<file path="config.mk">
export PLATFORM = sky130hd
export DESIGN_NAME = ibl_top
export DESIGN_NICKNAME = d
export VERILOG_FILES = /design/src/ibl_pkg.sv /design/src/ibl_top.sv /design/src/ibl_acc.sv
export SDC_FILE = /design/constraint.sdc
export NUM_CORES = 1
export LEC_CHECK = 0
export ABC_CLOCK_PERIOD_IN_PS = 5550
export CAP_MARGIN = 0
export CORE_MARGIN = 2
export CORE_UTILIZATION = 49
export CTS_CLUSTER_DIAMETER = 100
export DETAILED_ROUTE_END_ITERATION = 8
export DONT_BUFFER_PORTS = 1
export GPL_ROUTABILITY_DRIVEN = 0
export GPL_TIMING_DRIVEN = 0
export PLACE_DENSITY = 0.71
export SYNTH_ARGS = -nofsm -noshare
export SYNTH_HDL_FRONTEND = slang
export SYNTH_SLANG_ARGS = --single-unit
</file>
<file path="constraint.sdc">
create_clock -name clk -period 5.55 [get_ports clk]
set_input_delay 0.555 -clock clk [delete_from_list [all_inputs] [get_ports clk]]
set_output_delay 0.555 -clock clk [all_outputs]
set_load 0.005 [all_outputs]
</file>
<file path="src/ibl_pkg.sv">
// shared constants, carriers and helpers for the instrument bus line logic
package ibl_pkg;

    // clock and timing
    localparam int CLK_HZ      = 50_000_000;
    localparam int CLK_MHZ     = CLK_HZ / 1_000_000;
    localparam int SETTLE_NS   = 2000;
    localparam int SETTLE_CYC  = (SETTLE_NS * CLK_MHZ + 999) / 1000;
    localparam int PP_NS       = 2000;
    localparam int PP_CYC      = (PP_NS * CLK_MHZ + 999) / 1000;
    localparam int IFC_US      = 100;
    localparam int IFC_CYC_DEF = IFC_US * CLK_MHZ;
    localparam int CNT_W       = 13;

    // command byte coding
    localparam logic [7:0] CODE7_MASK = 8'h7F;
    localparam logic [7:0] GRP_MASK   = 8'h60;
    localparam logic [7:0] ADDR_MASK  = 8'h1F;
    localparam logic [7:0] GRP_LISTEN = 8'h20;
    localparam logic [7:0] GRP_TALK   = 8'h40;
    localparam logic [7:0] CMD_UNL    = 8'h3F;
    localparam logic [7:0] CMD_UNT    = 8'h5F;
    localparam logic [7:0] CMD_TCT    = 8'h09;
    localparam int         PAR_BIT    = 7;
    localparam logic [7:0] ONE_HOT0   = 8'h01;

    // one bus snapshot: 8 data, 3 handshake, 5 management lines
    typedef struct packed {
        logic [7:0] dio;
        logic       dav;
        logic       nrfd;
        logic       ndac;
        logic       atn;
        logic       ifc;
        logic       ren;
        logic       srq;
        logic       eoi;
    } ibl_bus_t;

    // a byte as the user side sees it
    typedef struct packed {
        logic [7:0] data;
        logic       cmd;
        logic       last;
    } ibl_byte_t;

    typedef enum logic [2:0] {
        DEC_NONE, DEC_MLA, DEC_MTA, DEC_OTA, DEC_UNL, DEC_UNT, DEC_TCT
    } ibl_dec_t;

    typedef enum logic [1:0] {
        SRC_IDLE   = 2'b00,
        SRC_SETTLE = 2'b01,
        SRC_DAV    = 2'b11,
        SRC_REL    = 2'b10
    } ibl_src_st_t;

    typedef enum logic [1:0] {
        ACC_NRDY = 2'b00,
        ACC_RDY  = 2'b01,
        ACC_ACPT = 2'b11
    } ibl_acc_st_t;

    // bus lines are low-true
    function automatic logic asserted(input logic lvl);
        return ~lvl;
    endfunction

    // classify a command byte; bit 7 is parity or unused
    function automatic ibl_dec_t decode(input logic [7:0] b,
                                        input logic [4:0] addr);
        logic [7:0] c;
        c = b & CODE7_MASK;
        if (c == CMD_UNL)
            return DEC_UNL;
        if (c == CMD_UNT)
            return DEC_UNT;
        if (c == CMD_TCT)
            return DEC_TCT;
        if ((c & GRP_MASK) == GRP_LISTEN && (c & ADDR_MASK) == {3'h0, addr})
            return DEC_MLA;
        if ((c & GRP_MASK) == GRP_TALK)
            return ((c & ADDR_MASK) == {3'h0, addr}) ? DEC_MTA : DEC_OTA;
        return DEC_NONE;
    endfunction

endpackage

</file>
<file path="src/ibl_top.sv">
// instrument bus line logic: talker, listener and controller roles
// Contract
// - only one controller in charge at once
// - controller in charge may pass control
// - only system controller takes control itself
// - sixteen lines: eight data, three, five
// - attention marks command versus data bytes
// - seven bit code, eighth bit parity/ignored
// - every byte uses interlocked three-wire handshake
// - ready line driven by all/addressed listeners
// - accepted line driven by all/addressed listeners
// - source raises valid only on stable data
// - controller asserts attention for commands only; code also asserts it while ctrl_atn is set and for parallel poll
// - system controller clears bus, takes control
// - system controller drives remote enable line
// - any device may request service anytime
// - talker marks last byte with end
// - attention plus end requests parallel poll
// - all lines low-true, logic inverted inside
// - controller addresses talker, listeners before data
`timescale 1ns/1ns
module ibl_top #(
    parameter int IFC_CYC = ibl_pkg::IFC_CYC_DEF
) (
    input  logic               clk,
    input  logic               nrst,
    input  ibl_pkg::ibl_bus_t  bus_i,
    output ibl_pkg::ibl_bus_t  bus_o,
    output ibl_pkg::ibl_bus_t  bus_oe,
    input  logic               sys_strap,
    input  logic [4:0]         my_addr,
    input  logic               par_en,
    input  logic               ctrl_atn,
    input  logic               ifc_req,
    input  logic               ren_req,
    input  logic               srq_req,
    input  logic               pp_req,
    input  logic               pp_en,
    input  logic [2:0]         pp_line,
    input  logic               pp_resp,
    input  logic               tx_valid,
    input  ibl_pkg::ibl_byte_t tx_byte,
    output logic               tx_ready,
    input  logic               rx_ready,
    output logic               rx_valid,
    output ibl_pkg::ibl_byte_t rx_byte,
    output logic               tx_done,
    output logic               pp_done,
    output logic [7:0]         pp_result,
    output logic               cic,
    output logic               talker,
    output logic               listener,
    output logic               remote,
    output logic               srq_seen
);
    import ibl_pkg::*;

    // line levels turned into true flags
    logic atn_t, eoi_t, ifc_t, nrfd_t, ndac_t, dav_t;
    assign atn_t  = asserted(bus_i.atn);
    assign eoi_t  = asserted(bus_i.eoi);
    assign ifc_t  = asserted(bus_i.ifc);
    assign nrfd_t = asserted(bus_i.nrfd);
    assign ndac_t = asserted(bus_i.ndac);
    assign dav_t  = asserted(bus_i.dav);

    ibl_src_st_t      src_st_r;
    ibl_byte_t        cur_r;
    logic [CNT_W-1:0] src_cnt_r, pp_cnt_r, ifc_cnt_r;
    logic [7:0]       data_oe_r, pp_vec;
    logic             dav_oe_r, atn_oe_r, eoi_oe_r, ifc_oe_r;
    logic             ren_oe_r, srq_oe_r, sys_r, strap_done_r;
    logic             pp_act_r, tct_pend_r, pass_pend_r;
    logic             acc_en, acc_nrfd, acc_ndac, accept, ok_now;
    logic             cmd_evt;
    ibl_dec_t         dec;
    ibl_bus_t         bus_o_r;

    // open-drain pins: the level is always low, enables do the work
    always_ff @(posedge clk or negedge nrst) begin
        if (!nrst)
            bus_o_r <= '0;
        else
            bus_o_r <= '0;
    end
    assign bus_o = bus_o_r;

    // sixteen enables, each from a flop
    assign bus_oe = '{dio: data_oe_r, dav: dav_oe_r, nrfd: acc_nrfd,
                      ndac: acc_ndac, atn: atn_oe_r, ifc: ifc_oe_r,
                      ren: ren_oe_r, srq: srq_oe_r, eoi: eoi_oe_r};

    // strap sampled once after reset release, never under reset
    always_ff @(posedge clk or negedge nrst) begin
        if (!nrst) begin
            sys_r        <= 1'b0;
            strap_done_r <= 1'b0;
        end else if (!strap_done_r) begin
            sys_r        <= sys_strap;
            strap_done_r <= 1'b1;
        end
    end

    // commands need control; data needs talker role and attention off
    // data only from addressed talker
    assign ok_now = tx_byte.cmd ? cic : (talker && !atn_t);
    assign accept = tx_valid && tx_ready && ok_now
                    && src_st_r == SRC_IDLE && !pp_act_r;

    // source handshake; settle wait covers the data register lag
    // interlocked source sequence
    always_ff @(posedge clk or negedge nrst) begin
        if (!nrst) begin
            src_st_r  <= SRC_IDLE;
            cur_r     <= '0;
            src_cnt_r <= '0;
            dav_oe_r  <= 1'b0;
            tx_ready  <= 1'b0;
            tx_done   <= 1'b0;
        end else begin
            tx_done <= 1'b0;
            unique case (src_st_r)
                SRC_IDLE: begin
                    tx_ready <= !accept && !pp_act_r && (cic || talker);
                    if (accept) begin
                        cur_r <= tx_byte;
                        if (tx_byte.cmd && par_en)
                            cur_r.data[PAR_BIT] <=
                                ~^(tx_byte.data & CODE7_MASK);
                        src_cnt_r <= CNT_W'(SETTLE_CYC - 1);
                        src_st_r  <= SRC_SETTLE;
                    end
                end
                // all ready and previous byte taken
                SRC_SETTLE: begin
                    if (src_cnt_r != '0)
                        src_cnt_r <= src_cnt_r - 1'b1;
                    else if (!nrfd_t && ndac_t) begin
                        dav_oe_r <= 1'b1;
                        src_st_r <= SRC_DAV;
                    end
                end
                SRC_DAV: begin
                    if (!ndac_t) begin
                        dav_oe_r <= 1'b0;
                        src_st_r <= SRC_REL;
                    end
                end
                SRC_REL: begin
                    tx_done  <= 1'b1;
                    src_st_r <= SRC_IDLE;
                end
            endcase
        end
    end

    // parallel poll answer: one configured line, only while polled
    assign pp_vec = (pp_en && pp_resp && !cic && atn_t && eoi_t)
                    ? (ONE_HOT0 << pp_line) : '0;

    // data, attention and end drive
    always_ff @(posedge clk or negedge nrst) begin
        if (!nrst) begin
            data_oe_r <= '0;
            atn_oe_r  <= 1'b0;
            eoi_oe_r  <= 1'b0;
        end else begin
            data_oe_r <= (src_st_r != SRC_IDLE) ? cur_r.data : pp_vec;
            atn_oe_r  <= cic && (ctrl_atn || pp_act_r ||
                         (src_st_r != SRC_IDLE && cur_r.cmd));
            eoi_oe_r  <= pp_act_r || (src_st_r != SRC_IDLE &&
                         !cur_r.cmd && cur_r.last);
        end
    end

    // poll: attention and end, then read lines
    always_ff @(posedge clk or negedge nrst) begin
        if (!nrst) begin
            pp_act_r  <= 1'b0;
            pp_cnt_r  <= '0;
            pp_done   <= 1'b0;
            pp_result <= '0;
        end else begin
            pp_done <= 1'b0;
            if (!pp_act_r) begin
                if (pp_req && cic && src_st_r == SRC_IDLE) begin
                    pp_act_r <= 1'b1;
                    pp_cnt_r <= CNT_W'(PP_CYC - 1);
                end
            end else if (pp_cnt_r != '0) begin
                pp_cnt_r <= pp_cnt_r - 1'b1;
            end else begin
                pp_act_r  <= 1'b0;
                pp_done   <= 1'b1;
                pp_result <= ~bus_i.dio;
            end
        end
    end

    // clear pulse only from system controller
    always_ff @(posedge clk or negedge nrst) begin
        if (!nrst) begin
            ifc_oe_r  <= 1'b0;
            ifc_cnt_r <= '0;
        end else if (ifc_oe_r) begin
            if (ifc_cnt_r != '0)
                ifc_cnt_r <= ifc_cnt_r - 1'b1;
            else
                ifc_oe_r <= 1'b0;
        end else if (ifc_req && sys_r) begin
            ifc_oe_r  <= 1'b1;
            ifc_cnt_r <= CNT_W'(IFC_CYC - 1);
        end
    end

    // remote enable; service request any time
    always_ff @(posedge clk or negedge nrst) begin
        if (!nrst) begin
            ren_oe_r <= 1'b0;
            srq_oe_r <= 1'b0;
            remote   <= 1'b0;
            srq_seen <= 1'b0;
        end else begin
            ren_oe_r <= sys_r && ren_req;
            srq_oe_r <= srq_req;
            remote   <= asserted(bus_i.ren);
            srq_seen <= asserted(bus_i.srq);
        end
    end

    // commands we take or send both steer our addressing
    assign cmd_evt = (rx_valid && rx_byte.cmd) || (tx_done && cur_r.cmd);
    assign dec = decode((rx_valid && rx_byte.cmd) ? rx_byte.data
                        : cur_r.data, my_addr);

    always_ff @(posedge clk or negedge nrst) begin
        if (!nrst) begin
            talker   <= 1'b0;
            listener <= 1'b0;
        end else if (ifc_t) begin
            talker   <= 1'b0;
            listener <= 1'b0;
        end else if (cmd_evt) begin
            unique case (dec)
                DEC_MLA: listener <= 1'b1;
                DEC_UNL: listener <= 1'b0;
                DEC_MTA: talker   <= 1'b1;
                DEC_OTA, DEC_UNT: talker <= 1'b0;
                DEC_NONE, DEC_TCT: ;
            endcase
        end
    end

    // control ownership: the clear line wins over any pass in flight
    // single controller in charge
    always_ff @(posedge clk or negedge nrst) begin
        if (!nrst) begin
            cic         <= 1'b0;
            tct_pend_r  <= 1'b0;
            pass_pend_r <= 1'b0;
        end else if (ifc_t) begin
            // clear makes the driver in charge
            cic         <= ifc_oe_r;
            tct_pend_r  <= 1'b0;
            pass_pend_r <= 1'b0;
        end else begin
            if (tx_done && cur_r.cmd && cic && dec == DEC_TCT)
                pass_pend_r <= 1'b1;
            else if (pass_pend_r && !ctrl_atn) begin
                cic         <= 1'b0;
                pass_pend_r <= 1'b0;
            end
            // non-system controller waits to be passed control
            if (rx_valid && rx_byte.cmd && dec == DEC_TCT && talker)
                tct_pend_r <= 1'b1;
            else if (tct_pend_r && !atn_t) begin
                cic        <= 1'b1;
                tct_pend_r <= 1'b0;
            end
        end
    end

    assign acc_en = src_st_r == SRC_IDLE && !ifc_t &&
                    ((atn_t && !cic) || (!atn_t && listener));

    ibl_acc u_acc (
        .clk      (clk),
        .nrst     (nrst),
        .en       (acc_en),
        .ready    (atn_t || rx_ready),
        .dav      (dav_t),
        .atn      (atn_t),
        .eoi      (eoi_t),
        .dio      (~bus_i.dio),
        .nrfd_oe  (acc_nrfd),
        .ndac_oe  (acc_ndac),
        .rx_valid (rx_valid),
        .rx_byte  (rx_byte)
    );
endmodule

</file>
<file path="src/ibl_acc.sv">
// acceptor side of the interlocked byte handshake
`timescale 1ns/1ns
module ibl_acc (
    input  logic                clk,
    input  logic                nrst,
    input  logic                en,
    input  logic                ready,
    input  logic                dav,
    input  logic                atn,
    input  logic                eoi,
    input  logic [7:0]          dio,
    output logic                nrfd_oe,
    output logic                ndac_oe,
    output logic                rx_valid,
    output ibl_pkg::ibl_byte_t  rx_byte
);
    import ibl_pkg::*;

    ibl_acc_st_t st_r;

    // handshake state and line drive; a non-taking device lets go
    // ready and accepted line drive
    always_ff @(posedge clk or negedge nrst) begin
        if (!nrst) begin
            st_r    <= ACC_NRDY;
            nrfd_oe <= 1'b0;
            ndac_oe <= 1'b0;
        end else if (!en) begin
            st_r    <= ACC_NRDY;
            nrfd_oe <= 1'b0;
            ndac_oe <= 1'b0;
        end else begin
            unique case (st_r)
                ACC_NRDY: begin
                    ndac_oe <= 1'b1;
                    if (ready && !dav) begin
                        nrfd_oe <= 1'b0;
                        st_r    <= ACC_RDY;
                    end else begin
                        nrfd_oe <= 1'b1;
                    end
                end
                ACC_RDY: begin
                    if (dav) begin
                        nrfd_oe <= 1'b1;
                        ndac_oe <= 1'b0;
                        st_r    <= ACC_ACPT;
                    end
                end
                ACC_ACPT: begin
                    if (!dav) begin
                        ndac_oe <= 1'b1;
                        st_r    <= ACC_NRDY;
                    end
                end
                default: st_r <= ACC_NRDY;
            endcase
        end
    end

    // capture byte; atn decides command or data
    // byte kind from attention
    always_ff @(posedge clk or negedge nrst) begin
        if (!nrst) begin
            rx_valid <= 1'b0;
            rx_byte  <= '0;
        end else begin
            rx_valid <= en && st_r == ACC_RDY && dav;
            if (en && st_r == ACC_RDY && dav) begin
                rx_byte.data <= dio;
                rx_byte.cmd  <= atn;
                rx_byte.last <= eoi && !atn;
            end
        end
    end
endmodule

</file>
* Yosys cells after proc, flatten, opt, wreduce, memory -nomap -nowiden *
Index checks and enable logic that the tools add are counted.

word-level totals
  register bits after elaboration = 101
  input port bits = 47
  output and inout bits = 59
  logic and storage cells = 243

cells by class
  $add $sub $neg = 3
  equal/unequal tests = 34
  shifts and indexed selects = 1
  muxes and demuxes = 88
  bitwise operators = 8
  reductions and logical operators = 74

operators by type and width
  operator               number
  $mux 13                8
  $mux 1                 51
  $reduce_bool 13->1     3
  $sub 13x1->13 const B  3
  $logic_and 1x1->1      38
  $mux 3                 10
  $pmux 13 s2            1
  $mux 2                 8
  $mux 8                 2
  $reduce_and 2->1       7
  $ne 3x1->1 const B     4
  $ne 3x3->1 const B     4
  $ne 2x2->1 const B     5
  $reduce_bool 2->1      5
  $eq 3x3->1 const B     3
  $reduce_and 3->1       3
  $eq 2x2->1 const B     4
  $not 8->8              1
  $pmux 1 s2             4
  $pmux 2 s4             1
  $reduce_and 4->1       2
  $reduce_xnor 8->1      1
  $shl 1x3->8 const A    1
  $eq 7x4->1 const B     1
  other kinds (16)       38

* Logic depth before layout (Yosys ltp) *
Gate-level depths: netlist of run 1.

  depth in word-level cells = 25
  gate-level depth with buffers = 9
  depth with buffers taken out = 9

* Hierarchy *
Synthesis of run 1 repeated with hierarchy kept, for this count alone.

unflattened totals
  cell total of the unflattened synthesis = 502
  area total of the unflattened synthesis = 5,039.8 um2

modules (own cells, without submodules)
  module   times used  cells each  area an instance (um2)  seq. area each (um2)
  ibl_top  1           446         4,327.9                 2,152.1
  ibl_acc  1           56          711.9                   375.4

* Worst setup path before layout of run 1 *
No wires, ideal clock.

  path kind = register to register
  start = reg src_st_r[0]
  end = reg, netlist name u_acc.rx_byte[0]
  library setup time = 0.123 ns
  arrival = 1.884 ns
  required time = 5.427 ns
  path slack = 3.543 ns
  cell stages (with the launch flop) = 8
  path buffers = 2
  clock period less this slack = 2.007 ns
  path through = dfrtp_1 > or2_1 > buf_6 > or3_4 > or4_4 > buf_6 > nand2_4 > o31ai_2

on the way
  word-level cells in the longest chain between the ends = 5

RTL lines
  item                             RTL line        source
  start: declaration               ibl_top.sv:67   ibl_src_st_t src_st_r;
  start signal: assignment         ibl_top.sv:114  src_st_r <= SRC_IDLE;
  start signal: assignment         ibl_top.sv:131  src_st_r <= SRC_SETTLE;
  start signal: assignment         ibl_top.sv:140  src_st_r <= SRC_DAV;
  $logic_not 2->1                  ibl_top.sv:283  assign acc_en = src_st_r == SRC_IDLE && !ifc_t &&
  $logic_and 1x1->1 (2 in series)  ibl_top.sv:283
  $logic_and 1x1->1 (2 in series)  ibl_acc.sv:69   if (en && st_r == ACC_RDY && dav) begin

Every way passes these cells.
A chain may end at the register's enable or synchronous reset.

* Worst setup path after layout of run 1 *
  start = reg src_st_r[0]
  end = reg cur_r[2] (netlist name)

on the way
  word-level cells in the longest chain between the ends = 4

RTL lines
  item                                 RTL line                        source
  $logic_not 2->1 *                    ibl_top.sv:108, ibl_top.sv:122
  $logic_and 1x1->1 (2 in series)      ibl_top.sv:108                  && src_st_r == SRC_IDLE && !pp_act_r;
  $reduce_and 2->1 (no source line) *  n/a
  end signal: assignment               ibl_top.sv:126                  cur_r <= tx_byte;
  end: declaration                     ibl_top.sv:68                   ibl_byte_t cur_r;

Mark *: on every way between the ends. The rest lies on a longest branch, timed or not.

==> impl_metrics.tcl, run 1 <==
set metrics [dict create \
    num-nets-final 559 \
    syn_inst 482 \
    initial_core_util_pct 50.0 \
    hpwl_um 7900 \
    firstDrtPassIters 4 \
    critPathCaptureType "register" \
    startpoint_type "register" \
    p_comb_share_pct 11.3 \
    grt_max_degree 102 \
    clock.fmax_mhz 432 \
    async_reset_ff_share_pct 100 \
    ys_ff_latch 101 \
    ys_top_cells_by_area "dfrtp_1, xnor2_1, buf_4, nand2_1, o21ai_0" \
    grt_pass1_vias 3578 \
    overflow 0 \
    seq_area_frac_synth_pct 51.9 \
    synth_area_leader_cell "dfrtp_1" \
    fill_cells 915 \
    min_period_ns 2.31 \
    syn_area_mm2 0.00487 \
    crit_family "buffers and inverters" \
    dpl_cell_area_mm2 0.00509 \
    crit_required_ns 5.81 \
    crit_path_cell_trace "or2_1 > buf_6 > nor2_1 > and2_1 > clkbuf_1 > buf_2 > mux2_2" \
    cts_tree "done" \
    maxCapViolCount 0 \
    ys_types 56 \
    startpoint "src_st_r[0]$_DFFE_PN0P_" \
    power_frac_seq_pct 58.4 \
    setup_viol 0 \
    drt-total-wl_um 10500 \
    synth-main-ff-cell "dfrtp_1" \
    cpMaxStageDelayCell "dfrtp_1" \
    numPortBuffers 0 \
    path_buf_inv 3 \
    p_total_w 0.00142 \
    drtAntennaViolNets 0 \
    die_h_um 104 \
    design_area_mm2 0.00530 \
    slowest_delay_ns 0.45 \
    drt-wirelength-per-cell_um 16.2 \
    yosysMostFrequentCell "dfrtp_1" \
    clock_path_buffers 2 \
    drv_slew 0 \
    min_path_type "primary input to async pin" \
    worstReg2RegStart "src_st_r[0]$_DFFE_PN0P_" \
    internal_power_w 0.00104 \
    drc 0 \
    post-synth-top-area-fraction_pct 51.9 \
    cts_buffers 9 \
    worstSkewPairLatency_ns 0.37 \
    clock_sink_count 101 \
    postSynthAreaPerCell_um2 10.1 \
    leakagePower_nw 2.30 \
    critical_path_class "register to register" \
    finalCritPeriodShare_pct 41.7 \
    grt_setup_unrepaired "no" \
    ios 106 \
    antennaDiodeCount 0 \
    dieWidth_um 104 \
    clk_pin_slew_ns 0.09 \
    root_buffer "clkbuf_8" \
    p_sw_share_pct 26.9 \
    rows 36 \
    drt_iter0_drc 145 \
    finalHoldViolations 0 \
    p_clk_share_pct 30.3 \
    core_mm2 0.00973 \
    crit_fanout 10 \
    yosys_warnings 0 \
    ir_drop_v 0.000135 \
    grtUsageTotal_pct 20.7 \
    synthTopCellsByCount "dfrtp_1, nand2_1, nor2_1" \
    grt_pass1_wl_um 17900 \
    synth_edf_count 0 \
    setup_tns_ns 0 \
    htreeDepth 3 \
    powerDensity_mw_per_mm2 269 \
    max-slew-margin-rel_pct 61.0 \
    antenna_found_initial 0 \
    fp.dieArea_mm2 0.0107 \
    cts_resized 0 \
    p_switching_w 0.000383 \
    syn_to_final_growth_pct 8.79 \
    vias 3536 \
    drive_gt1_share_pct 13.6 \
    vias_per_cell 5.47 \
    status "finished clean" \
    finClkSkew_ns 0.0101 \
    crit_arrival_ns 2.57 \
    worstMarginPinSlew_ns 0.580 \
]
[kinds of logic (layout without fill, tap and decap cells)]
| family | Yosys count | count (layout) | synth area share [%] |
|---|---|---|---|
| and+or+nand+nor | 179 | 179 | 18.7 |
| AOI/OAI and AO/OA | 97 | 97 | 13.2 |
| buffers and inverters | 56 | 73 | 6.68 |
| DFF | 101 | 101 | 51.9 |
| adders and majority gates | 3 | 3 | 0.771 |
| xor gates and xnor gates | 29 | 29 | 5.22 |
| other | 2 | 17 | 0.154 |
| muxes | 15 | 15 | 3.37 |
[through the flow]
stage	hold slack, ns	util [%]	instances	setup slack, ns
2_1_floorplan	0.259	-	497	3.54
3_3_place_gp	0.262	52.3	630	3.32
3_5_place_dp	0.262	52.3	630	3.24
4_1_cts	0.123	54.4	647	3.25
5_1_grt	0.122	54.4	647	2.98
6_report	0.0463	54.4	647	3.24
[worst reg2reg max path: cells and delay by family (launching register included)]
kind | cells | cell delay [ns]
buffers and inverters | 3 | 0.79
AND/OR/NAND/NOR | 3 | 0.62
flip-flops | 1 | 0.45
multiplexers | 1 | 0.36
[power by group through the flow]
stage               Clock (W)  Sequential, W  Combinational (W)
floorplan                   0       0.000832           0.000120
global placement            0       0.000842           0.000134
detailed placement          0       0.000845           0.000146
CTS                  0.000443       0.000830           0.000164
global route         0.000474       0.000839           0.000184
finish               0.000430       0.000831           0.000161
[registers in the layout (all words and copies together), names as in the netlist, 8 cells and up]
| name | count |
|---|---|
| pp_cnt_r | 13 |
| data_oe_r | 8 |
| u_acc.rx_byte | 10 |
| src_cnt_r | 13 |
| cur_r | 10 |
| ifc_cnt_r | 13 |
| pp_result | 8 |
[routing by layer]
metal	track usage, %	routed length, um
met1	26.8	4630
met2	32.9	4990
met3	6.54	653
met4	7.34	212
met5	0	0
[worst paths after layout]
kind                                             end  slack, ns  cells past startpoint
max                             cur_r[2]$_DFFE_PN0P_       3.24                      7
min                        ifc_cnt_r[12]$_DFFE_PN0P_       0.05                      1
max reg2reg                     cur_r[2]$_DFFE_PN0P_       3.24                      7
min reg2reg                 src_cnt_r[0]$_DFFE_PN0P_       0.50                      1
max in group asynchronous   pp_result[2]$_DFFE_PN0P_       5.02                      1
min in group clk                  srq_oe_r$_DFF_PN0_       0.21                      0
[placed cells by master, fill, tap and decap left out, drive strengths merged, types with 3 or more instances in the layout]
cell,instances
and3,9
conb,17
clkbuf,19
nor4,9
mux2i,4
ha,3
a22oi,3
nand4,3
a21oi,22
or3,9
a32o,3
nand2,45
nand3,12
or4,3
nor3b,5
inv,20
o41ai,3
dfrtp,101
a22o,3
nand2b,3
a31oi,4
nor3,28
nor2,37
a211oi,3
o21ai,39
mux2,11
xor2,8
o211ai,4
xnor2,21
nor2b,4
buf,30
clkinv,3
[what timing repair did]
action	4_1_cts	5_1_grt
hold endpoints to repair	101	0
hold buffers	1	0
buffers inserted	0	0
[area by class of cell]
class	count	area (um2)	share of cell area [%]
well taps	133	166	3.14
flip-flops and latches	101	2530	47.7
inverters	20	75.1	1.42
plain buffers	36	250	4.73
clock buffers	12	155	2.93
multi-input cells	340	2070	39.1
clock inverters	4	22.5	0.425
repair buffers	1	27.5	0.520
No activity file was read; power rests on OpenSTA's default activity.
==> run 2: changes to the inputs <==
Settings changed: ABC_CLOCK_PERIOD_IN_PS 5550 to 2000, PLACE_DENSITY 0.71 to 0.73.
Clock period 5.55 ns to 2 ns, I/O delays scaled along.
==> impl_metrics.tcl, run 2 (same netlist as run 1, synthesis figures left out) <==
set metrics [dict create \
    top_regs "ifc_cnt_r: 13 flops, pp_cnt_r: 13 flops, src_cnt_r: 13 flops" \
    min_period_ns 2.02 \
    rrSetupSlack_ns -0.02 \
    root_buffer "clkbuf_8" \
    crit_required_ns 2.27 \
    critPathCaptureType "register" \
    setup_viol 10 \
    fp.dieArea_mm2 0.0107 \
    vias_per_cell 5.49 \
    path_buf_inv 1 \
    clk_pin_slew_ns 0.09 \
    setup_tns_ns -0.0951 \
    overflow 0 \
    maxCapViolCount 0 \
    numPortBuffers 0 \
    die_h_um 104 \
    crit_fanout 6 \
    htreeDepth 3 \
    grt_setup_unrepaired "yes" \
    clock_path_buffers 2 \
    ios 106 \
    drt-total-wl_um 11600 \
    grtUsageTotal_pct 21.5 \
    grt_pass1_vias 3755 \
    drv_slew 0 \
    antenna_found_initial 0 \
    antennaDiodeCount 0 \
    ir_drop_v 0.000365 \
    crit_family "simple AND/OR/NAND/NOR gates" \
    crit_path_cell_trace "nor2_4 > a21oi_2 > or3_4 > or4_4 > buf_6 > nand2_2 > o21ai_2" \
    drive_gt1_share_pct 23.6 \
    r2r_cells 7 \
    holdWs_ns -0.483 \
    multi_input_area_mm2 0.00227 \
    drt-wirelength-per-cell_um 16.7 \
    dieWidth_um 104 \
    worstReg2RegStart "cic$_DFF_PN0_" \
    layout_common_cells "dfrtp_1, buf_4, nor2_1, nand2_1, dlygate4sd3_1" \
    num-nets-final 609 \
    startpoint_type "register" \
    drt_iter0_drc 195 \
    worstSkewPairLatency_ns 0.37 \
    clock.fmax_mhz 496 \
    final_common_cell "dfrtp_1" \
    powerDensity_mw_per_mm2 683 \
    initial_core_util_pct 50.0 \
    drtAntennaViolNets 0 \
    grt_max_degree 102 \
    hpwl_um 7680 \
    rows 36 \
    crit_arrival_ns 2.28 \
    drc 0 \
    cts_buffers 9 \
    syn_to_final_growth_pct 22.7 \
    cts_tree "done" \
    cpMaxStageDelayCell "or4_4" \
    status "finished, violations left" \
    critical_path_class "register to register" \
    r2r-end "u_acc.rx_byte[4]$_DFFE_PN0P_" \
    register_area_mm2 0.00254 \
    fill_cells 800 \
    leakagePower_nw 2.56 \
    firstDrtPassIters 4 \
    finalHoldViolations 101 \
    finalCritPeriodShare_pct 101 \
    layout_setup_ws_ns -0.0168 \
    min_path_type "primary input to async pin" \
    finClkSkew_ns 0.00995 \
    clock_sink_count 101 \
    core_mm2 0.00973 \
    violations "hold timing, setup timing" \
    vias 3828 \
    slowest_delay_ns 0.58 \
    grt_pass1_wl_um 18500 \
]
==> run 2: changes by cell type in the layout (fill, tap and decap cells not counted), sizes merged <==
| cell | before | now |
|---|---|---|
| buf | 30 | 48 |
| clkbuf | 19 | 23 |
| clkinv | 3 | 1 |
| clkinvlp | 1 | 0 |
| dlygate4sd3 | 0 | 31 |
==> run 2: how the worst max path moves through the flow <==
stage / start / to / slack [ns] / depth (start not counted)
after detailed placement: pp_cnt_r[0]$_DFFE_PN0P_ / pp_result[2]$_DFFE_PN0P_ / -0.24 / 9
after global routing: src_cnt_r[0]$_DFFE_PN0P_ / src_cnt_r[7]$_DFFE_PN0P_ / -0.06 / 8
after floorplan: src_st_r[0]$_DFFE_PN0P_ / u_acc.rx_byte[0]$_DFFE_PN0P_ / -0.007 / 7
after CTS: src_st_r[0]$_DFFE_PN0P_ / u_acc.rx_byte[0]$_DFFE_PN0P_ / -0.04 / 6
final: cic$_DFF_PN0_ / u_acc.rx_byte[4]$_DFFE_PN0P_ / -0.02 / 7
after global placement: src_st_r[0]$_DFFE_PN0P_ / cur_r[9]$_DFFE_PN0P_ / -0.17 / 7
==> run 2: per-stage QoR <==
stage                     total power, W  cell area, um2  utilization (%)  instances  setup slack [ns]
after floorplan                  0.00264            4920                -        497          -0.00668
after global placement           0.00271            5090             52.3        630            -0.173
after detailed placement         0.00273            5090             52.3        630            -0.241
after CTS                        0.00400            5700             58.6        682           -0.0432
after global routing             0.00427            5970             61.4        697           -0.0629
final                            0.00408            5970             61.4        697           -0.0168
==> run 2: area by class of cell <==
class                   instances  area share, %
inverters                      20           1.26
flip-flops and latches        101           42.5
clock inverters                 1         0.0838
repair buffers                 54           8.46
plain buffers                  33           4.15
well taps                     133           2.79
clock buffers                  15           2.79
multi-input cells             340           38.0
==> run 2: repair_timing <==
item | in CTS | in global routing
pin swaps | 2 | 14
resized for setup | 28 | 36
endpoints found under the setup margin | 53 | 54
hold buffers | 30 | 1
buffers inserted | 7 | 14
endpoints found under the hold margin | 143 | 102
gates cloned | 1 | 1
==> run 2: where the power goes <==
group          internal, W  total, W  leakage [nW]  switching (W)
clock network     0.000523   0.00119        0.0877       0.000667
logic             0.000299  0.000548          1.29       0.000249
registers          0.00217   0.00234          1.19       0.000174
==> run 2: metal layers <==
| metal | part of all wire [%] | up-vias | global-route usage [%] |
|---|---|---|---|
| met3 | 4.4 | 33 | 5.29 |
| met4 | 3.6 | 0 | 11.1 |
| met5 | 0 | - | 0 |
| li1 | - | 1813 | - |
| met1 | 43 | 1881 | 26.6 |
| met2 | 49 | 101 | 35.0 |
==> run 3: changes to the inputs <==
Settings changed: ABC_AREA set to 1, CTS_CLUSTER_SIZE set to 24.
==> impl_metrics.tcl, run 3 <==
set metrics [dict create \
    status "finished, violations left" \
    violations "hold timing" \
    min_path_type "primary input to async pin" \
    synthTopCellsByCount "nand2_1, dfrtp_1, inv_1" \
    core_mm2 0.0104 \
    powerDensity_mw_per_mm2 559 \
    drt-total-wl_um 12600 \
    r2r_cells 11 \
    worstSkewPairLatency_ns 0.37 \
    setup_viol 0 \
    yosys_warnings 0 \
    syn_to_final_growth_pct 15.6 \
    yosysMostFrequentCell "nand2_1" \
    top_regs "ifc_cnt_r: 13 flops, pp_cnt_r: 13 flops, src_cnt_r: 13 flops" \
    worstReg2RegStart "pp_cnt_r[0]$_DFFE_PN0P_" \
    grt_pass1_vias 4377 \
    async_reset_ff_share_pct 100 \
    ys_ff_latch 101 \
    hpwl_um 8840 \
    ys_top_cells_by_area "dfrtp_1, nand2_1, inv_1, nand3_1, nor2_1" \
    slowest_delay_ns 0.43 \
    die_h_um 108 \
    num-nets-final 760 \
    min_period_ns 1.88 \
    drv_slew 0 \
    crit_required_ns 2.22 \
    postSynthAreaPerCell_um2 8.15 \
    clock_path_buffers 2 \
    finalHoldViolations 101 \
    numPortBuffers 0 \
    crit_fanout 8 \
    final_common_cell "nand2_1" \
    clk_pin_slew_ns 0.10 \
    layout_setup_ws_ns 0.120 \
    crit_path_cell_trace "inv_2 > ha_4 > nand2_1 > inv_2 > nand3_1 > nor2_2 > nor2_2 > nor2_8 > inv_2 > nand3b_1 > a21oi_1" \
    drtAntennaViolNets 0 \
    drt_iter0_drc 267 \
    post-place-ws_ns -0.0820 \
    syn_inst 645 \
    grt_max_degree 102 \
    dieWidth_um 108 \
    clock_sink_count 101 \
    fp.dieArea_mm2 0.0116 \
    critical_path_class "register to register" \
    overflow 0 \
    crit_arrival_ns 2.10 \
    cts_tree "done" \
    drive_gt1_share_pct 14.1 \
    rrSetupSlack_ns 0.12 \
    synth_edf_count 0 \
    post-synth-top-area-fraction_pct 48.1 \
    critPathCaptureType "register" \
    ir_drop_v 0.000535 \
    cts_buffers 9 \
    finClkSkew_ns 0.00534 \
    r2r-end "pp_cnt_r[4]$_DFFE_PN0P_" \
    antenna_found_initial 0 \
    grtUsageTotal_pct 22.7 \
    holdWs_ns -0.485 \
    synth-main-ff-cell "dfrtp_1" \
    rows 37 \
    syn_area_mm2 0.00525 \
    ios 106 \
    drt-wirelength-per-cell_um 14.8 \
    vias_per_cell 5.24 \
    vias 4458 \
    ys_types 43 \
    startpoint_type "register" \
    leakagePower_nw 2.91 \
    postCtsHoldBufs 28 \
    grt_pass1_wl_um 20700 \
    initial_core_util_pct 50.7 \
    p_total_w 0.00339 \
    max-slew-margin-rel_pct 50.4 \
    maxCapViolCount 0 \
    root_buffer "clkbuf_8" \
    cp_common_cell "inv_2" \
    worstMarginPinSlew_ns 0.742 \
    seq_area_frac_synth_pct 48.1 \
    finalCritPeriodShare_pct 94.0 \
    htreeDepth 3 \
    firstDrtPassIters 5 \
    cpMaxStageDelayCell "dfrtp_1" \
    clock.fmax_mhz 532 \
    antennaDiodeCount 0 \
    drc 0 \
    synth_area_leader_cell "dfrtp_1" \
    layout_common_cells "nand2_1, dfrtp_1, inv_1, nor2_1, nand3_1" \
]
## run 3: changes by cell type after synthesis, moves of 10 or more
| cell | before | now |
|---|---|---|
| inv_1 | 20 | 68 |
| inv_2 | 0 | 17 |
| mux2_2 | 11 | 1 |
| nand2_1 | 44 | 144 |
| nand3_1 | 12 | 42 |
| nand4_1 | 3 | 14 |
| nor2_1 | 37 | 56 |
| nor3_1 | 28 | 13 |
| o21ai_0 | 29 | 15 |
| o21ai_1 | 1 | 38 |
| xnor2_1 | 21 | 5 |
## run 3: layout make-up
type / instances / area, um2
Clock buffer: 10 / 128
Tap cell: 136 / 170
Timing Repair Buffer: 39 / 363
Clock inverter: 6 / 47.5
Sequential cell: 101 / 2530
Fill cell: 954 / 4300
Multi-Input combinational cell: 443 / 2290
Buffer: 31 / 229
Inverter: 85 / 319
## run 3: per-stage QoR
| step | utilization [%] | cell area (um2) | hold WS (ns) | std cells | TNS (ns) |
|---|---|---|---|---|---|
| 2_1_floorplan | - | 5310 | -0.0956 | 660 | 0 |
| 3_3_place_gp | 52.8 | 5480 | -0.0926 | 796 | -0.221 |
| 3_5_place_dp | 52.8 | 5480 | -0.0924 | 796 | -0.325 |
| 4_1_cts | 57.5 | 5960 | -0.508 | 841 | 0 |
| 5_1_grt | 58.6 | 6070 | -0.519 | 851 | -0.0266 |
| 6_report | 58.6 | 6070 | -0.485 | 851 | 0 |
## run 3: cell families after synthesis
logic type                 Yosys count  share of synthesized area [%]
and+or+nand+nor                    300                           26.3
buffers and inverters              116                           10.3
AOI/OAI and AO/OA                  106                           11.6
DFF                                101                           48.1
xor gates and xnor gates            16                           2.67
adders and majority gates            3                          0.715
other                                2                          0.143
muxes                                1                          0.214
## run 3: worst max-delay path by stage
stage                                to  slack [ns]                     start  depth (start not counted)
4_1_cts        src_cnt_r[5]$_DFFE_PN0P_        0.02  src_cnt_r[0]$_DFFE_PN0P_                         12
2_1_floorplan  src_cnt_r[5]$_DFFE_PN0P_        0.15  src_cnt_r[0]$_DFFE_PN0P_                         12
6_report        pp_cnt_r[4]$_DFFE_PN0P_        0.12   pp_cnt_r[0]$_DFFE_PN0P_                         11
3_5_place_dp   src_cnt_r[5]$_DFFE_PN0P_       -0.08  src_cnt_r[0]$_DFFE_PN0P_                         12
3_3_place_gp   src_cnt_r[5]$_DFFE_PN0P_       -0.09  src_cnt_r[0]$_DFFE_PN0P_                         12
5_1_grt        ifc_cnt_r[5]$_DFFE_PN0P_       -0.01  ifc_cnt_r[0]$_DFFE_PN0P_                         12
## run 3: power by group
group / switching (W) / internal [W] / leakage [nW] / total [W]
Sequential: 0.00000375 / 0.00205 / 1.17 / 0.00205
Clock: 0.000742 / 0.000465 / 0.0872 / 0.00121
Combinational: 0.0000519 / 0.0000813 / 1.66 / 0.000133
Total: 0.000798 / 0.00260 / 2.91 / 0.00339
## run 3: repair_timing
item,in CTS,in global routing
endpoints found under the hold margin,139,101
pin swaps,0,6
setup buffers,1,10
endpoints found under the setup margin,20,45
gates resized for setup,5,10
## run 3: worst max-delay path: cells and delay by family, from the launching register on
family          cells  cell delay (ns)
simple gates        6             0.73
flops               1             0.43
buf+inv             3             0.32
fa+ha+maj           1             0.17
compound gates      1             0.07
## run 3: routing by layer
| layer | GRT usage [%] | routed length [um] | vias to the layer above |
|---|---|---|---|
| met3 | 5.69 | 830 | 21 |
| met5 | 0 | 0 | - |
| met1 | 29.6 | 5520 | 2082 |
| li1 | - | - | 2207 |
| met2 | 37.0 | 5980 | 148 |
| met4 | 7.51 | 233 | 0 |
